## src/logic/iec_pkg.sv

```systemverilog
// package for the i/o bus error containment block: offsets, fields, types
// assumes one core clock; register reads arrive as a simple address/strobe port
package iec_pkg;
	localparam logic [11:0] OB_ADDR_LOG_OFFSET = 12'h070;
	localparam logic [11:0] CMPL_MSG_LOG_OFFSET = 12'h2a0;
	localparam logic [11:0] ERR_CFG_OFFSET = 12'h2b0;
	localparam logic [11:0] CTRL_OFFSET = 12'h2b8;
	localparam logic [11:0] STATUS_OFFSET = 12'h2c0;
	localparam int CFG_SMART_BIT = 0;
	localparam int CFG_HF_BIT = 1;
	localparam int CTRL_MEM_EN_BIT = 0;
	localparam int OB_INT_ACK_BIT = 0;
	localparam int OB_CONFIG_BIT = 1;
	localparam int OB_SPLIT_BIT = 2;
	localparam int CM_BYTE_COUNT_BIT = 32;
	localparam int CM_UNEX_SPLIT_BIT = 33;
	localparam int CM_DISC_BIT = 34;
	localparam int SC_BURST_BIT = 7;
	localparam logic [2:0] LATE_PHASE_FIRST = 3'h3;
	localparam logic [63:0] ALL_ONES = 64'hffff_ffff_ffff_ffff;
	localparam logic [63:0] LOG_RESET = 64'h0;
	localparam logic [1:0] CFG_RESET = 2'h0;
	localparam logic [2:0] NON_PIO_MARK = 3'h4;

	typedef enum logic [2:0] {
		IEC_OB_PIO_RD = 3'b000,
		IEC_OB_PIO_WR = 3'b001,
		IEC_OB_IO_WR = 3'b010,
		IEC_OB_CFG = 3'b011,
		IEC_OB_INT_ACK = 3'b100,
		IEC_OB_SPLIT_CMPL = 3'b101,
		IEC_OB_QUICK_WR = 3'b110,
		IEC_OB_IO_RD = 3'b111
	} iec_ob_kind_t;

	typedef enum logic [1:0] {
		IEC_END_OK = 2'b00,
		IEC_END_MASTER_ABORT = 2'b01,
		IEC_END_TARGET_ABORT = 2'b10,
		IEC_END_PARITY = 2'b11
	} iec_end_t;

	// outcome of one outbound transaction on the i/o bus
	typedef struct packed {
		logic valid;
		iec_ob_kind_t kind;
		iec_end_t term;
		logic perr_seen;
		logic [63:0] addr;
		logic [63:0] start_addr;
		logic [2:0] phase;
		logic burst;
		logic internal;
	} iec_ob_done_t;

	// received split completion, checked against the outstanding table
	typedef struct packed {
		logic valid;
		logic own_req_id;
		logic tag_hit;
		logic seq_hit;
		logic bc_ok;
		logic is_err_msg;
		logic [31:0] message;
	} iec_sc_rx_t;

	typedef struct packed {
		logic valid;
		logic hard_fail;
		logic [63:0] data;
	} iec_ret_t;

	typedef enum logic [1:0] {
		IEC_ST_RUN = 2'b00,
		IEC_ST_FLUSH = 2'b01,
		IEC_ST_FATAL = 2'b10
	} iec_state_t;
endpackage

```

## src/logic/iec_log_reg.sv

```systemverilog
// one 64-bit read-only log: loads only on a capture strobe
// assumes the capture strobe is already qualified by the caller
`timescale 1ns/1ps
`default_nettype none
module iec_log_reg (
	input wire logic clock_in,
	input wire logic reset_in,
	input wire logic capture_in,
	input wire logic [63:0] value_in,
	output logic [63:0] value_out
);
	import iec_pkg::*;
	always_ff @(posedge clock_in) begin
		if (reset_in) begin
			value_out <= LOG_RESET;
		end else if (capture_in) begin
			value_out <= value_in;
		end
	end
endmodule // iec_log_reg
`default_nettype wire

```

## src/logic/iec_top.sv

```systemverilog
// error logging and containment for the outbound side of a link-to-i/o-bus bridge
// assumes register port strobes and bus outcome pulses are synchronous to clock_in
`timescale 1ns/1ps
`default_nettype none
// Summary of operation
// - split completion with matching sequence but wrong byte count sets byte-count flag
// - own requester id with unmatched tag sets unexpected-completion flag
// - our split completion master or target aborted sets discarded flag
// - completion message field captured; meaningful only for split completion error messages
// - processor access logs address with low 2 bits zero; others set bit 63 (bits 63:61 = 4)
// - quick-write address may be approximate but within the failing block
// - configuration cycles log the bus address with one-hot device number
// - dma read returns log start address for phases 0-2, else phase address
// - interrupt acknowledge sets its flag; address then meaningless
// - configuration cycle sets configuration-access flag in outbound log
// - split completion log keeps address phase; bit 7 marks burst request
// - hard-fail select chooses hard-fail response, else all-ones data
// - error indication on aborts, read parity errors, or port write perr
// - in bus fatal mode every non-internal read, port write and config cycle gets the indication
// - reads of internal registers always return register contents
// - smart/dumb bit alters the ten error classes only, not link errors
// - pci-x bus may be smart or dumb
// - going fatal fakes outstanding split reads and drops dma read returns
// - memory-space enable clear means no inbound dma is claimed
// - dumb mode master abort goes fatal unless config or port space
module iec_top (
	input wire logic clock_in,
	input wire logic reset_in,
	input wire logic reg_rd_in,
	input wire logic reg_wr_in,
	input wire logic [11:0] reg_addr_in,
	input wire logic [63:0] reg_wdata_in,
	input wire logic [63:0] int_rdata_in,
	input wire iec_pkg::iec_ob_done_t ob_done_in,
	input wire iec_pkg::iec_sc_rx_t sc_rx_in,
	input wire logic [63:0] sc_addr_phase_in,
	input wire logic split_rd_pending_in,
	input wire logic dma_rd_pending_in,
	input wire logic dma_claim_req_in,
	output iec_pkg::iec_ret_t ret_out,
	output iec_pkg::iec_ret_t reg_ret_out,
	output logic fake_split_rd_out,
	output logic dma_ret_discard_out,
	output logic dma_claim_out,
	output logic bus_fatal_out
);
	import iec_pkg::*;

	logic [1:0] cfg_r;
	logic mem_en_r;
	iec_state_t state_r;
	iec_state_t state_nxt;
	iec_ret_t ret_r;
	iec_ret_t reg_ret_r;
	logic fake_r;
	logic discard_r;
	logic claim_r;
	// pin copy of the fatal state, loaded with state_r so both always agree
	logic fatal_r;
	logic [63:0] ob_log;
	logic [63:0] cm_log;

	wire smart = cfg_r[CFG_SMART_BIT];
	wire hard_fail_select = cfg_r[CFG_HF_BIT];
	wire fatal = (state_r != IEC_ST_RUN);
	wire d_valid = ob_done_in.valid && !ob_done_in.internal;
	wire is_read = (ob_done_in.kind == IEC_OB_PIO_RD) || (ob_done_in.kind == IEC_OB_IO_RD);
	wire is_port_wr = (ob_done_in.kind == IEC_OB_IO_WR);
	wire is_cfg = (ob_done_in.kind == IEC_OB_CFG);
	wire needs_ret = is_read || is_port_wr || is_cfg;
	wire aborted = (ob_done_in.term == IEC_END_MASTER_ABORT) || (ob_done_in.term == IEC_END_TARGET_ABORT);
	wire bad_read = is_read && (ob_done_in.term == IEC_END_PARITY);
	wire bad_port = is_port_wr && ob_done_in.perr_seen;
	wire ob_error = d_valid && (aborted || (ob_done_in.term == IEC_END_PARITY) || ob_done_in.perr_seen);
	// fake return for the read/port-write/config classes and blanket while fatal
	wire give_fail = d_valid && needs_ret && (aborted || bad_read || bad_port || fatal);
	wire give_data = d_valid && needs_ret && !give_fail;
	// internal register reads bypass the error path entirely
	wire give_internal = ob_done_in.valid && ob_done_in.internal;
	// no agent in dumb mode is fatal, except config or port space
	wire ma_fatal = (ob_done_in.term == IEC_END_MASTER_ABORT) && !is_cfg && !is_port_wr
		&& (ob_done_in.kind != IEC_OB_IO_RD);
	wire other_fatal = (ob_done_in.term == IEC_END_TARGET_ABORT) || (ob_done_in.term == IEC_END_PARITY)
		|| ob_done_in.perr_seen;
	wire go_fatal = d_valid && !smart && (ma_fatal || other_fatal);

	// outbound log value per transaction kind
	wire late_phase = ob_done_in.phase >= LATE_PHASE_FIRST;
	wire [63:0] sc_addr = late_phase ? ob_done_in.addr : ob_done_in.start_addr;
	logic [63:0] ob_val;
	always_comb begin
		ob_val = {NON_PIO_MARK, ob_done_in.addr[60:0]};
		unique case (ob_done_in.kind)
			IEC_OB_PIO_RD, IEC_OB_PIO_WR: ob_val = {ob_done_in.addr[63:2], 2'h0};
			IEC_OB_CFG: begin
				ob_val = {NON_PIO_MARK, ob_done_in.addr[60:0]}; // bus-side address
				ob_val[OB_CONFIG_BIT] = 1'b1;
			end
			IEC_OB_INT_ACK: begin
				ob_val = {NON_PIO_MARK, 61'h0};
				ob_val[OB_INT_ACK_BIT] = 1'b1;
			end
			IEC_OB_SPLIT_CMPL: begin
				ob_val = {NON_PIO_MARK, sc_addr[60:0]};
				ob_val[OB_SPLIT_BIT] = 1'b1;
				ob_val[SC_BURST_BIT] = ob_done_in.burst;
			end
			// quick writes log the block base, which is inside the failing block
			IEC_OB_QUICK_WR: ob_val = {NON_PIO_MARK, ob_done_in.addr[60:3], 3'h0};
			IEC_OB_IO_WR, IEC_OB_IO_RD: ob_val = {NON_PIO_MARK, ob_done_in.addr[60:0]};
		endcase
	end

	// completion message log: flags plus captured message
	wire sc_bc = sc_rx_in.valid && sc_rx_in.seq_hit && !sc_rx_in.bc_ok;
	wire sc_unex = sc_rx_in.valid && sc_rx_in.own_req_id && !sc_rx_in.tag_hit;
	wire sc_disc = d_valid && (ob_done_in.kind == IEC_OB_SPLIT_CMPL) && aborted;
	wire sc_msg = sc_rx_in.valid && sc_rx_in.is_err_msg;
	wire cm_cap = sc_bc || sc_unex || sc_disc || sc_msg;
	logic [63:0] cm_val;
	always_comb begin
		cm_val = cm_log;
		if (sc_msg) begin
			cm_val[31:0] = sc_rx_in.message;
		end
		cm_val[CM_BYTE_COUNT_BIT] = sc_bc;
		cm_val[CM_UNEX_SPLIT_BIT] = sc_unex;
		cm_val[CM_DISC_BIT] = sc_disc;
	end

	// logs only load from hardware events; writes never reach them
	iec_log_reg u_ob_log (
		.clock_in(clock_in),
		.reset_in(reset_in),
		.capture_in(ob_error),
		.value_in(ob_val),
		.value_out(ob_log)
	);
	iec_log_reg u_cm_log (
		.clock_in(clock_in),
		.reset_in(reset_in),
		.capture_in(cm_cap),
		.value_in(cm_val),
		.value_out(cm_log)
	);

	// register port decode
	wire wr_cfg = reg_wr_in && (reg_addr_in == ERR_CFG_OFFSET);
	wire wr_ctrl = reg_wr_in && (reg_addr_in == CTRL_OFFSET);
	logic [63:0] rd_mux;
	always_comb begin
		unique case (reg_addr_in)
			OB_ADDR_LOG_OFFSET: rd_mux = ob_log;
			CMPL_MSG_LOG_OFFSET: rd_mux = cm_log;
			ERR_CFG_OFFSET: rd_mux = {62'h0, cfg_r};
			CTRL_OFFSET: rd_mux = {63'h0, mem_en_r};
			STATUS_OFFSET: rd_mux = {62'h0, state_r};
			default: rd_mux = 64'h0;
		endcase
	end

	// fatal entry flushes one cycle of outstanding split state, then holds
	always_comb begin
		state_nxt = state_r;
		unique case (state_r)
			IEC_ST_RUN: if (go_fatal) state_nxt = IEC_ST_FLUSH;
			IEC_ST_FLUSH: state_nxt = IEC_ST_FATAL;
			IEC_ST_FATAL: state_nxt = IEC_ST_FATAL; // left only by soft reset
			default: state_nxt = IEC_ST_FATAL;
		endcase
	end

	wire [63:0] ret_data = give_data ? int_rdata_in : ALL_ONES;

	always_ff @(posedge clock_in) begin
		if (reset_in) begin
			cfg_r <= CFG_RESET;
			mem_en_r <= 1'b0;
			state_r <= IEC_ST_RUN;
			fatal_r <= 1'b0;
		end else begin
			if (wr_cfg) cfg_r <= reg_wdata_in[1:0];
			if (wr_ctrl) mem_en_r <= reg_wdata_in[CTRL_MEM_EN_BIT];
			state_r <= state_nxt;
			fatal_r <= (state_nxt != IEC_ST_RUN);
		end
	end

	always_ff @(posedge clock_in) begin
		if (reset_in) begin
			ret_r <= '0;
			reg_ret_r <= '0;
			fake_r <= 1'b0;
			discard_r <= 1'b0;
			claim_r <= 1'b0;
		end else begin
			ret_r.valid <= give_fail || give_data;
			ret_r.hard_fail <= give_fail && hard_fail_select;
			ret_r.data <= (give_fail && hard_fail_select) ? 64'h0 : ret_data;
			reg_ret_r.valid <= reg_rd_in || give_internal;
			reg_ret_r.hard_fail <= 1'b0;
			reg_ret_r.data <= give_internal ? int_rdata_in : rd_mux;
			fake_r <= (state_r == IEC_ST_FLUSH) && split_rd_pending_in;
			discard_r <= fatal && dma_rd_pending_in;
			claim_r <= dma_claim_req_in && mem_en_r;
		end
	end

	assign ret_out = ret_r;
	assign reg_ret_out = reg_ret_r;
	assign fake_split_rd_out = fake_r;
	assign dma_ret_discard_out = discard_r;
	assign dma_claim_out = claim_r;
	assign bus_fatal_out = fatal_r;

	// plain copies of fields that the checks look back at
	wire [52:0] ob_addr_hi = ob_done_in.addr[60:8];
	wire [52:0] ob_start_hi = ob_done_in.start_addr[60:8];
	wire ob_burst_seen = ob_done_in.burst;
	wire [31:0] sc_msg_seen = sc_rx_in.message;

	a_fail_in_fatal: assert property (@(posedge clock_in) disable iff (reset_in)
		(fatal && d_valid && needs_ret) |=> (ret_out.valid && (ret_out.hard_fail || ret_out.data == ALL_ONES)))
		else $error("no error indication while fatal");
	a_hf_select: assert property (@(posedge clock_in) disable iff (reset_in)
		(give_fail && hard_fail_select && !wr_cfg) |=> ret_out.hard_fail)
		else $error("hard fail not returned");
	a_ones_select: assert property (@(posedge clock_in) disable iff (reset_in)
		(give_fail && !hard_fail_select) |=> (!ret_out.hard_fail && ret_out.data == ALL_ONES))
		else $error("all ones not returned");
	a_internal_data: assert property (@(posedge clock_in) disable iff (reset_in)
		give_internal |=> (reg_ret_out.valid && reg_ret_out.data == $past(int_rdata_in)))
		else $error("internal read lost data");
	a_dumb_fatal: assert property (@(posedge clock_in) disable iff (reset_in)
		(!fatal && go_fatal) |=> bus_fatal_out ##1 bus_fatal_out)
		else $error("dumb error did not go fatal");
	a_smart_stays: assert property (@(posedge clock_in) disable iff (reset_in)
		(!fatal && smart && !go_fatal) |=> !bus_fatal_out)
		else $error("smart mode went fatal");
	a_pio_low_bits: assert property (@(posedge clock_in) disable iff (reset_in)
		(ob_error && ob_done_in.kind == IEC_OB_PIO_RD) |=> (ob_log[1:0] == 2'h0))
		else $error("pio log low bits set");
	a_pio_wr_bits: assert property (@(posedge clock_in) disable iff (reset_in)
		(ob_error && ob_done_in.kind == IEC_OB_PIO_WR) |=> (ob_log[1:0] == 2'h0))
		else $error("pio write log low bits set");
	a_nonpio_mark: assert property (@(posedge clock_in) disable iff (reset_in)
		(ob_error && ob_done_in.kind == IEC_OB_CFG) |=> (ob_log[63:61] != 3'h0 && ob_log[OB_CONFIG_BIT]))
		else $error("config log marks missing");
	a_unex_flag: assert property (@(posedge clock_in) disable iff (reset_in)
		sc_unex |=> cm_log[CM_UNEX_SPLIT_BIT])
		else $error("unexpected completion not flagged");
	a_bc_flag: assert property (@(posedge clock_in) disable iff (reset_in)
		sc_bc |=> cm_log[CM_BYTE_COUNT_BIT])
		else $error("byte count error not flagged");
	a_disc_flag: assert property (@(posedge clock_in) disable iff (reset_in)
		sc_disc |=> cm_log[CM_DISC_BIT])
		else $error("discarded completion not flagged");
	a_msg_capture: assert property (@(posedge clock_in) disable iff (reset_in)
		sc_msg |=> (cm_log[31:0] == $past(sc_msg_seen)))
		else $error("completion message not captured");
	a_int_ack_flag: assert property (@(posedge clock_in) disable iff (reset_in)
		(ob_error && ob_done_in.kind == IEC_OB_INT_ACK) |=> ob_log[OB_INT_ACK_BIT])
		else $error("interrupt acknowledge not flagged");
	a_split_burst: assert property (@(posedge clock_in) disable iff (reset_in)
		(ob_error && ob_done_in.kind == IEC_OB_SPLIT_CMPL)
		|=> (ob_log[OB_SPLIT_BIT] && ob_log[SC_BURST_BIT] == $past(ob_burst_seen)))
		else $error("split completion marks wrong");
	a_split_start: assert property (@(posedge clock_in) disable iff (reset_in)
		(ob_error && ob_done_in.kind == IEC_OB_SPLIT_CMPL && ob_done_in.phase < LATE_PHASE_FIRST)
		|=> (ob_log[60:8] == $past(ob_start_hi)))
		else $error("early phase did not log start address");
	a_split_late: assert property (@(posedge clock_in) disable iff (reset_in)
		(ob_error && ob_done_in.kind == IEC_OB_SPLIT_CMPL && ob_done_in.phase >= LATE_PHASE_FIRST)
		|=> (ob_log[60:8] == $past(ob_addr_hi)))
		else $error("late phase did not log phase address");
	a_cfg_addr: assert property (@(posedge clock_in) disable iff (reset_in)
		(ob_error && ob_done_in.kind == IEC_OB_CFG) |=> (ob_log[60:8] == $past(ob_addr_hi)))
		else $error("config bus address not logged");
	a_quick_block: assert property (@(posedge clock_in) disable iff (reset_in)
		(ob_error && ob_done_in.kind == IEC_OB_QUICK_WR) |=> (ob_log[60:8] == $past(ob_addr_hi)))
		else $error("quick write address outside block");
	a_hf_data: assert property (@(posedge clock_in) disable iff (reset_in)
		(give_fail && hard_fail_select) |=> (ret_out.hard_fail && ret_out.data == 64'h0))
		else $error("hard fail response carries data");
	a_good_data: assert property (@(posedge clock_in) disable iff (reset_in)
		give_data |=> (ret_out.valid && !ret_out.hard_fail && ret_out.data == $past(int_rdata_in)))
		else $error("clean read did not return data");
	a_port_exempt: assert property (@(posedge clock_in) disable iff (reset_in)
		(!fatal && d_valid && !smart && ob_done_in.kind == IEC_OB_IO_WR && !ob_done_in.perr_seen
		&& ob_done_in.term == IEC_END_MASTER_ABORT) |=> !bus_fatal_out)
		else $error("port space abort went fatal");
	a_fatal_holds: assert property (@(posedge clock_in) disable iff (reset_in)
		bus_fatal_out |=> bus_fatal_out)
		else $error("fatal mode left without reset");
	a_fake_split: assert property (@(posedge clock_in) disable iff (reset_in)
		($rose(bus_fatal_out) && split_rd_pending_in) |=> fake_split_rd_out)
		else $error("no fake return for split read");
	a_dma_discard: assert property (@(posedge clock_in) disable iff (reset_in)
		(bus_fatal_out && dma_rd_pending_in) |=> dma_ret_discard_out)
		else $error("dma read return not discarded");
	a_log_readonly: assert property (@(posedge clock_in) disable iff (reset_in)
		(!ob_error) |=> $stable(ob_log))
		else $error("outbound log changed without error");
	a_log_read: assert property (@(posedge clock_in) disable iff (reset_in)
		(reg_rd_in && reg_addr_in == OB_ADDR_LOG_OFFSET && !give_internal) |=> (reg_ret_out.data == $past(ob_log)))
		else $error("outbound log read wrong");
	a_no_claim: assert property (@(posedge clock_in) disable iff (reset_in)
		!mem_en_r |=> !dma_claim_out)
		else $error("dma claimed while memory disabled");
	c_go_fatal: cover property (@(posedge clock_in) disable iff (reset_in) !fatal ##1 fatal);
	c_hard_fail: cover property (@(posedge clock_in) disable iff (reset_in) ret_out.hard_fail);
	c_fake_split: cover property (@(posedge clock_in) disable iff (reset_in) fake_split_rd_out);
	c_byte_count: cover property (@(posedge clock_in) disable iff (reset_in) sc_bc);
	c_dma_discard: cover property (@(posedge clock_in) disable iff (reset_in) dma_ret_discard_out);
endmodule // iec_top
`default_nettype wire

```

## config.mk

```make
export PLATFORM = sky130hd
export DESIGN_NAME = iec_top
export DESIGN_NICKNAME = d
export VERILOG_FILES = /design/src/logic/iec_pkg.sv /design/src/logic/iec_log_reg.sv /design/src/logic/iec_top.sv
export SDC_FILE = /design/constraint.sdc
export NUM_CORES = 1
export LEC_CHECK = 0
export ABC_CLOCK_PERIOD_IN_PS = 3100
export BUFFER_PORTS_ARGS = -buffer_cell sky130_fd_sc_hd__buf_2
export CAP_MARGIN = 20
export CELL_PAD_IN_SITES_DETAIL_PLACEMENT = 1
export CELL_PAD_IN_SITES_GLOBAL_PLACEMENT = 1
export CORE_AREA = 3 3 205 207
export DETAILED_ROUTE_END_ITERATION = 10
export DIE_AREA = 0 0 208 210
export MAX_ROUTING_LAYER = met4
export PLACE_DENSITY = 0.7
export SETUP_SLACK_MARGIN = 0.15
export SLEW_MARGIN = 25
export SYNTH_ARGS = -nofsm -noshare
export SYNTH_HDL_FRONTEND = slang
export SYNTH_SLANG_ARGS = --single-unit
export TNS_END_PERCENT = 5
```

## constraint.sdc

```tcl
create_clock -name clock_in -period 3.1 [get_ports clock_in]
set_input_delay 0.465 -clock clock_in [delete_from_list [all_inputs] [get_ports clock_in]]
set_output_delay 0.465 -clock clock_in [all_outputs]
set_load 0.005 [all_outputs]
```

---- Yosys cells after proc, flatten, opt, wreduce, memory -nomap -nowiden ----
Cells that the tools add are included.
word-level totals
  word-level logic and storage cells ...... 99
  input port bits ......................... 389
  bits in registers ....................... 240
  output and inout port bits .............. 136
operators by class
  reduce and logical (&&, ||, !) cells .... 58
  eq/ne operators ......................... 17
  muxes and demuxes ....................... 7
  magnitude comparators ................... 1
operators by type and width
  cell                                                                     count
  64-bit one-hot mux with 6 select lines                                   1
  64-bit one-hot mux with 5 select lines                                   1
  64-bit 2-to-1 mux                                                        2
  61-bit 2-to-1 mux                                                        1
  12-bit by 10-bit equality test with 1-bit output, second input constant  4
  1-bit logical AND                                                        26
  1-bit logical OR                                                         17
  12-bit by 7-bit equality test with 1-bit output, second input constant   1
  3-bit equality test, second input constant                               4
  1-bit logical NOT                                                        7
  3-bit by 2-bit equality test with 1-bit output, second input constant    2
  2-bit OR reduction                                                       3
  2-bit by 1-bit equality test with 1-bit output, second input constant    2
  2-bit equality test, second input constant                               2
  2-bit 2-to-1 mux                                                         2
  2-bit nonzero test                                                       2
  3-bit by 1-bit equality test with 1-bit output, second input constant    1
  3-bit by 2-bit >= comparator with 1-bit output, second input constant    1
  3-bit logical NOT                                                        1
  3-bit inequality test, second input constant                             1
  2-bit logical NOT                                                        1
  2-bit AND reduction                                                      1

---- Longest topological paths before layout ----
Gate-level depths: netlist of the first run.
  depth in word-level cells ............... 10
  mapped depth ............................ 8
  depth with buffers taken out ............ 6

---- Modules after synthesis ----
Synthesis of the first run repeated with hierarchy kept, for this count alone.
second synthesis, totals
  cell total of the unflattened synthesis .. 1066
  area, all modules ....................... 10867.9 um^2
by module, submodules not included
  module       times used  area each (um^2)  sequential area each (um^2)  cells each
  iec_top      1           6286.0            2802.7                       654
  iec_log_reg  2           2290.9            1281.2                       206

---- Least setup slack after synthesis of the first run ----
Ideal clock, no wire load.
  path kind ............................... input port to flip-flop
  from .................................... in reg_addr_in[1]
  to ...................................... reg cfg_r[0]
  data required time ...................... 2.972 ns
  arrival time ............................ 1.856 ns
  setup slack ............................. 1.117 ns
  setup time .............................. 0.128 ns
  cell stages on the path ................. 5
  cells stage by stage .................... or4_1 > buf_2 > or4_1 > mux2i_1 > nor2_1
between the ends
  longest elaborated chain between the ends .. 2
ends and longest elaborated chain
  element                                           RTL line        text
  start, declared                                   iec_top.sv:31   input wire logic [11:0] reg_addr_in,
  12-bit by 10-bit equality test with 1-bit output  iec_top.sv:148  wire wr_cfg = reg_wr_in && (reg_addr_in == ERR_CFG_OFFSET);
  1-bit logical AND                                 iec_top.sv:148
  end signal, assigned                              iec_top.sv:182  if (wr_cfg) cfg_r <= reg_wdata_in[1:0];
  end, declared                                     iec_top.sv:49   logic [1:0] cfg_r;
Every way passes these cells.
A chain may end at the register's enable or synchronous reset.

---- Worst setup path in the final report of the first run ----
  from .................................... in ob_done_in[138] in the netlist's numbering
  to ...................................... reg u_ob_log.value_out[12]
between the ends
  longest elaborated chain between the ends .. 3
  elaborated cells on any way between the ends .. 11
  classes of those cells .................. 7 x eq/ne; 1 x mux; 3 x reduce/logical
ends and longest elaborated chain
  element                                                                       RTL line           text
  start, declared                                                               iec_top.sv:34      input wire iec_pkg::iec_ob_done_t ob_done_in,
  3-bit by 2-bit equality test with 1-bit output, or another cell as far along  iec_top.sv:93      unique case (ob_done_in.kind)
  2-bit OR reduction                                                            iec_top.sv:93
  64-bit one-hot mux with 6 select lines (*)                                    iec_top.sv:93
  end signal, assigned                                                          iec_log_reg.sv:17  value_out <= value_in;
  end, declared                                                                 iec_log_reg.sv:10  output logic [63:0] value_out
Every way passes the cells marked *; elsewhere a longest branch is shown, timed or not.

==> results of run 1 <==
through the flow:
step / instance area (um^2) / utilization / std cells / hold slack (ns) / power, mW
6_report: 12800 / 0.315 / 1981 / 0.145 / 7.35
4_1_cts: 12800 / 0.315 / 1976 / 0.105 / 7.46
2_1_floorplan: 9300 / - / 1080 / 0.422 / 3.71
5_1_grt: 12800 / 0.315 / 1980 / 0.124 / 7.69
3_5_place_dp: 11800 / 0.292 / 1926 / 0.442 / 4.17
3_3_place_gp: 11800 / 0.291 / 1925 / 0.442 / 4.14
synthesized netlist by cell type, types with 2 or more instances:
master	number
sky130_fd_sc_hd__or4_1	2
sky130_fd_sc_hd__dfxtp_1	239
sky130_fd_sc_hd__nand2_1	138
sky130_fd_sc_hd__buf_4	2
sky130_fd_sc_hd__a22oi_1	33
sky130_fd_sc_hd__clkbuf_1	79
sky130_fd_sc_hd__mux2i_1	5
sky130_fd_sc_hd__o211ai_1	2
sky130_fd_sc_hd__nand3_1	32
sky130_fd_sc_hd__nor4_1	71
sky130_fd_sc_hd__o21ai_0	7
sky130_fd_sc_hd__a311oi_1	2
sky130_fd_sc_hd__nor2b_1	7
sky130_fd_sc_hd__nor2_1	78
sky130_fd_sc_hd__buf_6	6
sky130_fd_sc_hd__a2111oi_0	3
sky130_fd_sc_hd__a221oi_1	59
sky130_fd_sc_hd__nand4_1	2
sky130_fd_sc_hd__a32oi_1	2
sky130_fd_sc_hd__nor3_1	124
sky130_fd_sc_hd__nor3_4	2
sky130_fd_sc_hd__inv_1	10
sky130_fd_sc_hd__or3_1	2
sky130_fd_sc_hd__nand4bb_1	2
sky130_fd_sc_hd__and2_1	3
sky130_fd_sc_hd__o21ai_1	31
sky130_fd_sc_hd__ha_1	4
sky130_fd_sc_hd__buf_1	5
sky130_fd_sc_hd__and3_1	18
sky130_fd_sc_hd__buf_2	20
sky130_fd_sc_hd__a21oi_1	68
worst reg2reg max path: stages, from the launching register on:
cell and delay, ns:
sky130_fd_sc_hd__dfxtp_1 0.35, sky130_fd_sc_hd__or3_2 0.50, sky130_fd_sc_hd__buf_4 0.30, sky130_fd_sc_hd__nor4_1 0.38, sky130_fd_sc_hd__nor3_1 0.08
worst paths after layout:
path / from / to / slack, ns
worst max-delay path: ob_done_in[138] / u_ob_log.value_out[12] / 1.14
worst min-delay path: int_rdata_in[2] / reg_ret_out[2] / 0.15
worst max register to register: state_r[1] / ret_out[40] / 1.35
worst min register to register: u_cm_log.value_out[18] / u_cm_log.value_out[18] / 0.45
kinds of logic (layout without fill, tap and decap cells):
logic type               count (synthesis)  in the layout
AND/OR/NAND/NOR                        490            490
flip-flops                             239            239
AO/OA/AOI/OAI                          218            218
buffers and inverters                  122            486
adder cells (fa/ha/maj)                  5              5
multiplexers                             5              5
other                                    1              6
metal layers:
metal | share of wire | vias up | routed length (um)
met5 | 0 | - | 0
met4 | 0.027 | 0 | 1100
met3 | 0.061 | 53 | 2490
met2 | 0.45 | 325 | 18300
met1 | 0.46 | 4668 | 18700
li1 | - | 4613 | -
flip-flops by register name, indices dropped and copies added, names as in the netlist:
name and flops:
ret_out 66, reg_ret_out 65, u_ob_log.value_out 64, u_cm_log.value_out 35
cfg_r 2, state_r 2, bus_fatal_out 1, dma_claim_out 1
dma_ret_discard_out 1, fake_split_rd_out 1, mem_en_r 1
cell type report:
class                   instances  area [um^2]  area share
diodes                          5         12.5    0.000980
clock buffers                  42          845      0.0661
clock inverters                 8         70.1     0.00549
inverters                      10         37.5     0.00294
multi-input cells             719         4050       0.317
flip-flops and latches        239         4780       0.375
well taps                     532          666      0.0521
repair buffers                426         2310       0.181
placed cells by master (no fill, tap or decap), types with 6 or more instances in the layout:
cell	count
sky130_fd_sc_hd__o21ai_1	31
sky130_fd_sc_hd__inv_1	10
sky130_fd_sc_hd__nor2b_1	6
sky130_fd_sc_hd__clkbuf_16	29
sky130_fd_sc_hd__nor3_1	124
sky130_fd_sc_hd__buf_2	391
sky130_fd_sc_hd__clkbuf_1	6
sky130_fd_sc_hd__buf_4	28
sky130_fd_sc_hd__and3_1	17
sky130_fd_sc_hd__dfxtp_1	239
sky130_fd_sc_hd__nor4_1	70
sky130_fd_sc_hd__clkbuf_8	7
sky130_fd_sc_hd__a221oi_1	59
sky130_fd_sc_hd__nand3_1	32
sky130_fd_sc_hd__nor2_1	77
sky130_fd_sc_hd__a21oi_1	68
sky130_fd_sc_hd__a22oi_1	33
sky130_fd_sc_hd__nand2_1	138
where the power goes:
group          leakage, nW  switching (mW)  internal, mW
Sequential            1.97          0.0627          3.23
Combinational         2.90           0.483         0.323
Clock                0.449            1.30          1.95
==> results.txt, run 1 <==
For this run, design rule violations remaining after detail routing come to 0. The share of synthesized area occupied by flip-flops and latches came out at 0.515. Summed over all cells, the static leakage comes to 5.32 nW.

STA classifies the critical path startpoint as a primary input. Detailed placement finished with a half-perimeter wire length of 29900 um. Walking the worst path, the cells encountered are buf_2 -> nor2b_1 -> buf_4 -> o21ai_4 -> buf_4 -> a221oi_1 -> nor3_1. The insertion delay to the later sink of the worst-skew pair came out at ~0.54 ns. The slowest cell on the critical path is sky130_fd_sc_hd__a221oi_1. In this run, post-CTS repair resized a total of 0 instances. TritonCTS built the clock tree.

Across every metal layer, demand over resource in global routing totals 0.181. The synthesized design spends more area on one cell type than any other, namely sky130_fd_sc_hd__dfxtp_1. The power density over the cells came out at 575 nW/um^2. On the critical path the largest part of the delay comes from buffers and inverters. STA classifies the critical path endpoint as a flip-flop. The final worst setup slack came out at 1.14 ns. The logic depth of the worst register-to-register path is 4. Data on the critical path is required at its endpoint by about 3.5 ns. In the synthesized netlist the async set-or-reset flop fraction comes to 0. The count of fill cells added during filler insertion is ~4900. The wire length of the first global-routing pass came out at 60400 um. The compound-gate portion of the synthesized area came to 0.159.

Counting along the longest clock path gives a buffer depth of 3. The remaining global-route overflow is 0. The number of setup violations in the final report came out at 0.

The total area inside the core boundary comes to 40600 um^2. The busiest layer in global routing is met2. The die is 210 um tall. The normalized max-slew margin came out at 0.364. The width of the chip came out at 208 um. The setup path with the least slack is of type primary input to flip-flop. The average instance area after synthesis is ~8.6 um^2.

The most used flip-flop cell after synthesis is sky130_fd_sc_hd__dfxtp_1. The number of storage elements in the synthesis netlist is 239. The cell row count is 74. The transition time of the tightest slew-check pin came out at around 0.95 ns. The via count of the first global-routing pass was 9851. The fraction of the mapped netlist area in adder cells came out at 0.00646. Routability-driven placement finished with a final weighted congestion of 0.834. The synthesis-to-layout area growth came out at 37.3%. The die outline area came out at 43700 um^2.

The number of cells produced by synthesis is 1080. In the final timing run, aggregate negative setup slack is 0 ns. The worst hold path belongs to the class primary input to flip-flop. The fraction of layout cells with a size suffix above 1 is 0.337. Max-cap violations in this run came to 0. The maximum operating frequency came out at 511 MHz. The pin count of the biggest net entering global routing is 75.

The detailed router's first-iteration violation count came out at 407. For this design, the sink count on the clock tree is 239. The root buffer selected by CTS is sky130_fd_sc_hd__clkbuf_16. The detail route stage leaves a number of antenna-violating nets equal to 0.

The synthesized net count is 1473. The routed wirelength normalized by instance count came out at 20.5 um. The number of enable-type register cells in the synthesized netlist is 0. The simple-gate area share of the yosys netlist came out at 0.257. The post-place setup slack came out at roughly 0.47 ns. The parity-gate share of the synthesized area counting xor and xnor cells is 0. On the final layout, the worst clock skew is 0.0113 ns. By area the synthesized netlist is led by sky130_fd_sc_hd__dfxtp_1 (51%), sky130_fd_sc_hd__nor3_1 (6.7%), sky130_fd_sc_hd__nand2_1 (5.6%). The post-synthesis instance area came out at 9300 um^2. The number of different library cells used by synthesis comes to 53. The pre-antenna-repair detailed-routing pass consisted of 5 iterations.

Once the clock tree was built, the setup fixing pass inserted 0 buffers. Together, buffers and inverters on the worst path number 3. The critical path depth came out at 7.

The hold violation total from the final report is 0. The initial antenna violation count came out at 6. The met2 capacity usage during global routing is 0.279. The initial core utilization came out at 0.229. The maximum vdd drop came out at 0.000333 V. The TritonCTS buffer count is 28. The max-slew violation total from the final report came out at 0. Dividing the final minimum period by the clock period gives 0.631. The number of I/O port buffers came out at between 300 and 400. The worst path in the final design needs a cycle of 1.96 ns, including I/O delays and setup. The met1 usage in global routing came out at 0.243. The run finished with clean final reports.

The top-level I/O count is 525. The number of warnings printed during yosys synthesis came out at 0. The detailed router placed approximately 9700 vias in this run. Setup repair after global routing left no endpoint under its margin. The final layout contains 1817 nets. After synthesis, the largest family of logic cells by area is simple AND/OR/NAND/NOR gates.

The fraction of met3 tracks used by global routing is 0.0335. The count of H-tree levels built during CTS is 1. The depth of the worst hold-timing path came out at 3.

For this run, the slowest stage of the critical path takes ~0.48 ns. The share of synthesized area in the top cell type comes to 0.515. The detailed-route wire length came out at 40600 um. After synthesis, the share of cell area in mux cells is 0.00538. The per-cell via count in the routed design came out at between 4 and 5.

The highest net fanout along the worst path came out at 31. The clock-pin slew on the worst setup and hold paths is 0.06 ns. The cell that appears most often on the critical path is sky130_fd_sc_hd__buf_4. The number of hold buffers added after cts came out at 0. The endpoint arrival time on the critical path is 2.34 ns.
Power figures use the tool's default switching activity.
==> inputs of run 2 (changes only) <==
--- a/config.mk
+++ b/config.mk
@@ -5,16 +5,16 @@
 export SDC_FILE = /design/constraint.sdc
 export NUM_CORES = 1
 export LEC_CHECK = 0
-export ABC_CLOCK_PERIOD_IN_PS = 3100
+export ABC_CLOCK_PERIOD_IN_PS = 1570
 export BUFFER_PORTS_ARGS = -buffer_cell sky130_fd_sc_hd__buf_2
 export CAP_MARGIN = 20
 export CELL_PAD_IN_SITES_DETAIL_PLACEMENT = 1
 export CELL_PAD_IN_SITES_GLOBAL_PLACEMENT = 1
-export CORE_AREA = 3 3 205 207
+export CORE_AREA = 3 3 204 206
 export DETAILED_ROUTE_END_ITERATION = 10
-export DIE_AREA = 0 0 208 210
+export DIE_AREA = 0 0 207 209
 export MAX_ROUTING_LAYER = met4
-export PLACE_DENSITY = 0.7
+export PLACE_DENSITY = 0.73
 export SETUP_SLACK_MARGIN = 0.15
 export SLEW_MARGIN = 25
 export SYNTH_ARGS = -nofsm -noshare
==> constraint.sdc (replaced) <==
create_clock -name clock_in -period 1.57 [get_ports clock_in]
set_input_delay 0.2355 -clock clock_in [delete_from_list [all_inputs] [get_ports clock_in]]
set_output_delay 0.2355 -clock clock_in [all_outputs]
set_load 0.005 [all_outputs]
==> run 2 against run 1 <==
Compared with the run above:
- sequential cell count did not move
- sequential power up 98%
- clock skew fell by 0.0017 ns
- via count grew 9.1%
- global-route usage rose by 2.2 points
- register-to-register slack got worse by 1.3 ns
- routed wire length grew 12%
- power is 120% higher
- sequential share of layout area shrank 5.6 points
- core utilization up 6.2 points
- combinational power grew to 2.6 times the previous value
- clock power increased by 120%
- critical endpoint is now ret_out[15]
- highest routed layer unchanged
==> results.txt, run 2 (same netlist as run 1, synthesis figures left out) <==
The run finished with clean final reports. The clock-pin slew on the worst setup and hold paths is 0.06 ns (about the same). The area used by multi-input combinational logic was 4320 um^2 (+6.7%). The routed wirelength normalized by instance count came out at 21.0 um (+2.5%). The highest metal layer with signal wires is met4. The switching part of the total power is 0.249 (-0.00228). The setup slack of the most critical reg-to-reg path is 0.02 ns (-1.33 ns). The initial antenna violation count was 11 (+5). The detailed router's first-iteration violation count is 548 (+35%). The footprint of the flip-flops and latches is 4780 um^2 (unchanged). The normalized max-slew margin came out at 0.533 (+0.168). The power density over the cells came out at 1050 nW/um^2 (+83%). The routed wire length on met3 is 2260 um (-9.0%). The total power of the final layout came out at 15.8 mW (+120%). The top-level I/O count came out at 525 (unchanged). The count of fill cells added during filler insertion is 4738 (-3.0%). The wire length of the first global-routing pass came to 67400 um (+12%). The post-DP HPWL came out at 31900 um (+6.4%). The buffers plus inverters on the worst setup path is 1 (-2). The per-cell via count in the routed design came out at 4.88 (about the same). The endpoint identified for the worst register-to-register timing path is ret_out[15]. The clock tree from TritonCTS is yes. The worst-case clock buffer depth came to 3 (unchanged).

The wire length the detailed router placed on met1 is 19600 um (+5.3%). The count of nets left with antenna violations after detail routing came out at 0 (unchanged). The number of detailed-routing iterations run before antenna repair came out at 4 (-1). The cell row count is 73 (-1.4%). The fraction of power consumed by combinational cells came out at 0.134 (+0.024). The global router's overall resource usage is 0.204 (+0.0222). The highest net fanout along the worst path came out at 21 (-32%). STA classifies the critical path startpoint as a flip-flop. The fraction of layout cells with a size suffix above 1 is 0.371 (+0.0343).

The slowest cell on the critical path is sky130_fd_sc_hd__or3_4. The total cell area at the placement stage is 12600 um^2 (+6.5%). The part of the total power dissipated in the clock network was 0.455 (+0.013). For hold timing, the worst endpoint is u_ob_log.value_out[32]. The endpoint arrival time on the critical path is 1.97 ns (-0.37 ns). The switching power of the nets is 3.94 mW (+110%).

The reported max-cap violation count is 0 (unchanged). The maximum vdd drop is 0.000708 V (+110%). The category of the critical setup timing path is flip-flop to flip-flop.

The pin count of the biggest net entering global routing is 84 (+12%). The routed length on met2 is 22200 um (+21%). The insertion delay to the later sink of the worst-skew pair came out at 0.55 ns (about the same).

The root buffer selected by CTS is sky130_fd_sc_hd__clkbuf_16. The number of remaining DRC errors is 0 (unchanged). Setup repair after global routing could not meet its margin everywhere.

The net count reported at finish was 1997 (+9.9%). The sequential share of power is 0.412 (-0.036). Leaving out fill and tap cells, the most frequent cell in the layout is sky130_fd_sc_hd__buf_2. The final weighted congestion of routability-driven global placement came out at 0.858 (+2.9%).

The worst hold path begins at ob_done_in[101]. The hold violation total from the final report is 0 (unchanged). The depth of the worst hold-timing path is 3 (unchanged). The die outline area is 43300 um^2 (-0.95%). The count of buffers added by post-CTS timing repair for setup was 0 (unchanged). The final design instance area without fill came out at 15000 um^2 (+17%). The via count of the first global-routing pass came out at 11200 (+13%). The worst setup path is captured at a flip-flop. The width of the chip came to 207 um (-0.48%).

The type of the worst min-delay path is primary input to flip-flop. The leakage power total came out at 6.29 nW (+18%). The count of H-tree levels built during CTS came to 1 (unchanged).

The remaining global-route overflow is 0 (unchanged). The number of I/O port buffers came out at 392 (unchanged). The transition time of the tightest slew-check pin is 0.683 ns (-0.267 ns). The logic depth of the worst register-to-register path is 4 (unchanged). The maximum operating frequency came out at around 640 MHz. The detailed-route via count came out at 10500 (+9.1%). The flip-flop count of the largest register after layout came out at 66 (unchanged).

The max-slew violation total from the final report is 0 (unchanged). The cell-internal power came to 11.9 mW (+120%). The synthesis-to-layout area growth is 61.3%.

The aggregate negative setup slack is 0 ns (unchanged). The number of setup violations in the final report came out at 0 (unchanged). The floorplan die height came out at 209 um (-0.48%). The TritonCTS buffer count came to 28 (unchanged). The standard cell core area came out at 39800 um^2 (-1.8%). The required time of the critical path came out at 1.98 ns (-1.51 ns). The top cell types in the final layout, fill and taps aside, are sky130_fd_sc_hd__buf_2 (391), sky130_fd_sc_hd__dfxtp_1 (239), sky130_fd_sc_hd__nand2_1 (137), sky130_fd_sc_hd__nor3_1 (117), sky130_fd_sc_hd__dlygate4sd3_1 (108).

The final worst clock skew is 0.00963 ns (-0.00171 ns). The clock sink count came out at 239 (unchanged). The final period utilization came out at 0.989. The cell family with the largest share of critical-path delay is simple AND/OR/NAND/NOR gates.

The detailed-route wire length came to 45400 um (+12%). Traced cell by cell, the critical path runs through or3_4 -> buf_6 -> nor4_1 -> nor3_1. The worst path needs ~1.6 ns of the cycle, external delays included. The initial core utilization came out at 0.233 (+0.00421).

The delay of the slowest critical-path stage is 0.44 ns (-0.04 ns). The worst register-to-register path begins at state_r[1].
## run 2: cell count changes in the layout (fill, tap and decap cells not counted), moves of 17 or more
| cell | delta |
|---|---|
| sky130_fd_sc_hd__buf_12 | +17 |
| sky130_fd_sc_hd__nor4_1 | -24 |
| sky130_fd_sc_hd__dlygate4sd3_1 | +108 |
| sky130_fd_sc_hd__buf_4 | +54 |
| sky130_fd_sc_hd__nor4_2 | +22 |
## run 2: area by class of cell
cell class | instances | area share
clock buffer | 41 | 0.0561
antenna | 10 | 0.00167
inverter | 10 | 0.00250
tap | 525 | 0.0438
timing repair buffer | 606 | 0.276
sequential | 239 | 0.319
clock inverter | 11 | 0.0124
multi-input combinational | 719 | 0.288
## run 2: worst max path at each step
stage / from / end / slack (ns) / cells past startpoint
global placement: ob_done_in[138] / u_ob_log.value_out[38] / -0.45 / 7
detailed placement: ob_done_in[135] / ret_out[10] / -0.49 / 7
global route: state_r[1] / ret_out[15] / -0.04 / 4
CTS: state_r[1] / ret_out[2] / 0.08 / 5
finish: state_r[1] / ret_out[15] / 0.02 / 4
floorplan: reg_addr_in[1] / cfg_r[0] / -0.13 / 5
## run 2: stage by stage
step | std cells | hold WS, ns | worst slack, ns | util
2_1_floorplan | 1080 | 0.344 | -0.129 | -
3_3_place_gp | 1990 | 0.437 | -0.453 | 0.317
3_5_place_dp | 1990 | 0.445 | -0.488 | 0.317
4_1_cts | 2151 | 0.00197 | 0.0816 | 0.374
5_1_grt | 2161 | 0.0242 | -0.0355 | 0.376
6_report | 2161 | 0.0224 | 0.0177 | 0.376
## run 2: timing repair
item,4_1_cts,5_1_grt
endpoints found under the setup margin,65,101
gates cloned,1,0
pin swaps,1,0
hold buffers,108,0
resized for setup,29,11
hold endpoints to repair,149,0
## run 2: worst min-delay path: stages
cell and delay [ns]:
sky130_fd_sc_hd__buf_2 0.09, sky130_fd_sc_hd__a221oi_2 0.05, sky130_fd_sc_hd__nor3_1 0.15
## run 2: power by group through the flow
stage | logic, mW | clock network, mW | registers (mW)
4_1_cts | 2.09 | 7.35 | 6.51
3_3_place_gp | 1.73 | 0 | 6.63
3_5_place_dp | 1.78 | 0 | 6.64
5_1_grt | 2.29 | 7.65 | 6.53
6_report | 2.12 | 7.19 | 6.51
2_1_floorplan | 0.724 | 0 | 6.62
## run 2: routing by layer
layer / track usage / up-vias
met5: - / -
met4: 0.0665 / 0
met3: 0.0299 / 67
met2: 0.343 / 369
met1: 0.251 / 5119
li1: - / 4987
==> inputs of run 3 (changes only) <==
--- a/config.mk
+++ b/config.mk
@@ -13,6 +13,7 @@
 export CORE_AREA = 3 3 204 206
 export DETAILED_ROUTE_END_ITERATION = 10
 export DIE_AREA = 0 0 207 209
+export GPL_TIMING_DRIVEN = 0
 export MAX_ROUTING_LAYER = met4
 export PLACE_DENSITY = 0.73
 export SETUP_SLACK_MARGIN = 0.15
==> run 3 against run 2 <==
Compared with the run above:
- the flow now finishes with violations (negative setup slack)
- non-clock buffer count up 20
- cell area up 2.9%
- combinational power increased by 9%
- core utilization rose by 1.1 points
- register-to-register slack worse by 0.14 ns
- clock skew increased by 0.016 ns
- setup slack lost 0.15 ns
- global-route usage rose by 2.6 points
- clock power is 1% lower
- largest cell class is now multi-input combinational cells
==> results.txt, run 3 (same netlist as run 1, synthesis figures left out) <==
The minimum period implied by the final worst setup slack is 1.70 ns (+0.150 ns). The critical path starts at ob_done_in[134]. In the layout the commonest cells are sky130_fd_sc_hd__buf_2 (400), sky130_fd_sc_hd__dfxtp_1 (237), sky130_fd_sc_hd__nand2_1 (138), sky130_fd_sc_hd__nor3_1 (116), sky130_fd_sc_hd__dlygate4sd3_1 (111). The number of I/O port buffers is 389 (-0.77%).

The floorplan die height is 209 um (unchanged). The die outline area is 43300 um^2 (unchanged). The startpoint kind of the worst setup timing path is a primary input. The initial antenna violation count was 13 (+2). The top-level I/O count is 525 (unchanged). The net count reported at finish came to 2017 (+1.0%). The startpoint identified for the worst hold timing path is ob_done_in[42]. The transition time of the tightest slew-check pin came to 0.848 ns (+0.164 ns). The critical path's most frequent cell is sky130_fd_sc_hd__buf_2. The fraction of layout cells with a size suffix above 1 is 0.385 (+0.0137). The number of remaining DRC errors came out at 0 (unchanged).

In this run the critical register-to-register path is captured at ret_out[9]. The standard cell core area is 39800 um^2 (unchanged). The logic depth of the worst register-to-register path came out at 5 (+1). The number of detailed-routing iterations run before antenna repair was 5 (+1). The setup slack of the most critical reg-to-reg path came to -0.12 ns (-0.14 ns). The critical path goes through buf_2 -> ha_1 -> mux2i_1 -> o31ai_4 -> buf_8 -> buf_2 -> nor4_2 -> nor3_1. The maximum operating frequency is 587 MHz (-8.8%). The width of the chip was 207 um (unchanged). The slowest cell on the critical path is sky130_fd_sc_hd__o31ai_4. The worst-case clock buffer depth is 3 (unchanged). The checks that failed: negative setup slack. The worst setup path is of the primary input to flip-flop kind.

The maximum vdd drop is 0.000728 V (+2.9%). Leaving out fill and tap cells, the most frequent cell in the layout is sky130_fd_sc_hd__buf_2. The leakage power total was 6.26 nW (-0.47%). The number of setup violations in the final report came to 48 (+48). The final worst clock skew is 0.0256 ns (+0.0160 ns). The synthesis-to-layout area growth came out at 66.0%. The final period utilization was 1.08 (+0.0957). The insertion delay to the later sink of the worst-skew pair came out at 0.56 ns (about the same).

The detailed router's first-iteration violation count is 536 (-2.2%). Setup repair after global routing could not meet its margin everywhere. The worst setup path is captured at a flip-flop.

The delay of the slowest critical-path stage came out at 0.47 ns (+0.03 ns). The required time of the critical path came out at 2.01 ns (+0.03 ns). The max-slew violation total from the final report came out at 0 (unchanged). The post-DP HPWL came out at 36800 um (+15%).

The clock tree from TritonCTS is yes. The normalized max-slew margin is 0.420 (-0.112). The wire length of the first global-routing pass came out at 74600 um (+11%). The reported max-cap violation count is 0 (unchanged). The tightest min-delay check is of the primary input to flip-flop type.

The launch instance of the worst register-to-register path is state_r[1]. The flip-flop count of the largest register after layout came out at 66 (unchanged). The clock-pin slew on the worst setup and hold paths was 0.06 ns (about the same). The power density over the cells came out at 1030 nW/um^2 (-2.1%). The detailed-route via count came to 10900 (+3.2%). The per-cell via count in the routed design came to 4.99 (+2.2%). The via count of the first global-routing pass came out at 11700 (+4.9%).

The endpoint arrival time on the critical path is 2.14 ns (+0.17 ns). The global router's overall resource usage came to 0.230 (+0.0263). The highest net fanout along the worst path is 10 (-52%). CTS placed an instance of sky130_fd_sc_hd__clkbuf_16 at the clock tree root. The pin count of the biggest net entering global routing was 14 (-83%).

The initial core utilization is 0.233 (unchanged). The clock sink count is 239 (unchanged). The capture endpoint of the worst hold path is u_ob_log.value_out[37]. The final weighted congestion of routability-driven global placement came out at 0.861 (+0.29%). The run finished, with violations left. The total power of the final layout is 15.9 mW (+0.71%).

The remaining global-route overflow came to 0 (unchanged). The TritonCTS buffer count was 28 (unchanged). The aggregate negative setup slack is -1.38 ns (-1.38 ns). The routed wirelength normalized by instance count came to 23.6 um (+12%).

The depth of the worst hold-timing path is 3 (unchanged). The count of nets left with antenna violations after detail routing is 0 (unchanged). The final worst setup slack is -0.132 ns (-0.150 ns).

The cell row count came out at 73 (unchanged). The hold violation total from the final report came out at 0 (unchanged). The detailed-route wire length is 51500 um (+14%). The count of H-tree levels built during CTS was 1 (unchanged).
[run 3: cell count changes in the layout (fill, tap and decap cells not counted), moves of 5 or more]
cell / change
sky130_fd_sc_hd__clkbuf_2: +20
sky130_fd_sc_hd__clkbuf_1: +38
sky130_fd_sc_hd__buf_2: +9
sky130_fd_sc_hd__nor4_4: +32
sky130_fd_sc_hd__clkbuf_8: +5
sky130_fd_sc_hd__buf_8: +6
sky130_fd_sc_hd__nor4_1: -36
sky130_fd_sc_hd__buf_4: -67
sky130_fd_sc_hd__buf_12: -18
sky130_fd_sc_hd__clkbuf_4: +7
sky130_fd_sc_hd__buf_6: +10
[run 3: critical path, delay by kind of cell]
kind	cells	cell delay, ns
buf+inv	3	0.74
simple gates	2	0.32
fa+ha+maj	1	0.21
compound gates	1	0.47
mux	1	0.14
[run 3: layout make-up]
cell class              instances  area (um^2)
well taps                     525          657
inverters                      10         37.5
clock buffers                  37          816
diodes                         10         25.0
multi-input cells             719         4890
plain buffers                 112          803
clock inverters                15          199
flip-flops and latches        239         4790
repair buffers                514         3220
fillers                      4716        24400
[run 3: how the worst max path moves through the flow]
stage	slack [ns]	endpoint
3_5_place_dp	-1.47	ret_out[32]
4_1_cts	-0.02	ret_out[53]
6_report	-0.13	ret_out[9]
5_1_grt	-0.13	ret_out[12]
2_1_floorplan	-0.13	cfg_r[0]
3_3_place_gp	-1.34	ret_out[29]
[run 3: report_power, final]
| part | total (mW) | internal (mW) | switching (mW) |
|---|---|---|---|
| registers | 6.51 | 6.37 | 0.142 |
| clock network | 7.11 | 4.33 | 2.78 |
| logic | 2.31 | 0.986 | 1.32 |
[run 3: repair_timing]
action | CTS | global route
gates resized for setup | 157 | 78
buffers inserted | 9 | 0
setup endpoints to repair | 232 | 154
hold endpoints to repair | 150 | 0
hold buffers | 111 | 0
gates cloned | 2 | 1
pin swaps | 11 | 8
[run 3: per-layer routing]
| layer | routed length, um | track usage | vias up | part of all wire |
|---|---|---|---|---|
| met1 | 22600 | 0.288 | 5380 | 0.44 |
| met5 | 0 | - | - | 0 |
| li1 | - | - | 5035 | - |
| met3 | 2000 | 0.0291 | 93 | 0.039 |
| met2 | 25400 | 0.383 | 368 | 0.49 |
| met4 | 1540 | 0.0808 | 0 | 0.030 |
[run 3: metrics by stage]
step,std cells,hold WS (ns),worst slack (ns),area (um^2),util
floorplan,1080,0.344,-0.129,9390,-
CTS,2170,0.00124,-0.0229,15000,0.377
finish,2181,0.0163,-0.132,15400,0.387
global route,2181,0.0138,-0.130,15400,0.387
global placement,1994,0.439,-1.34,12000,0.301
detailed placement,1996,0.445,-1.47,12000,0.302
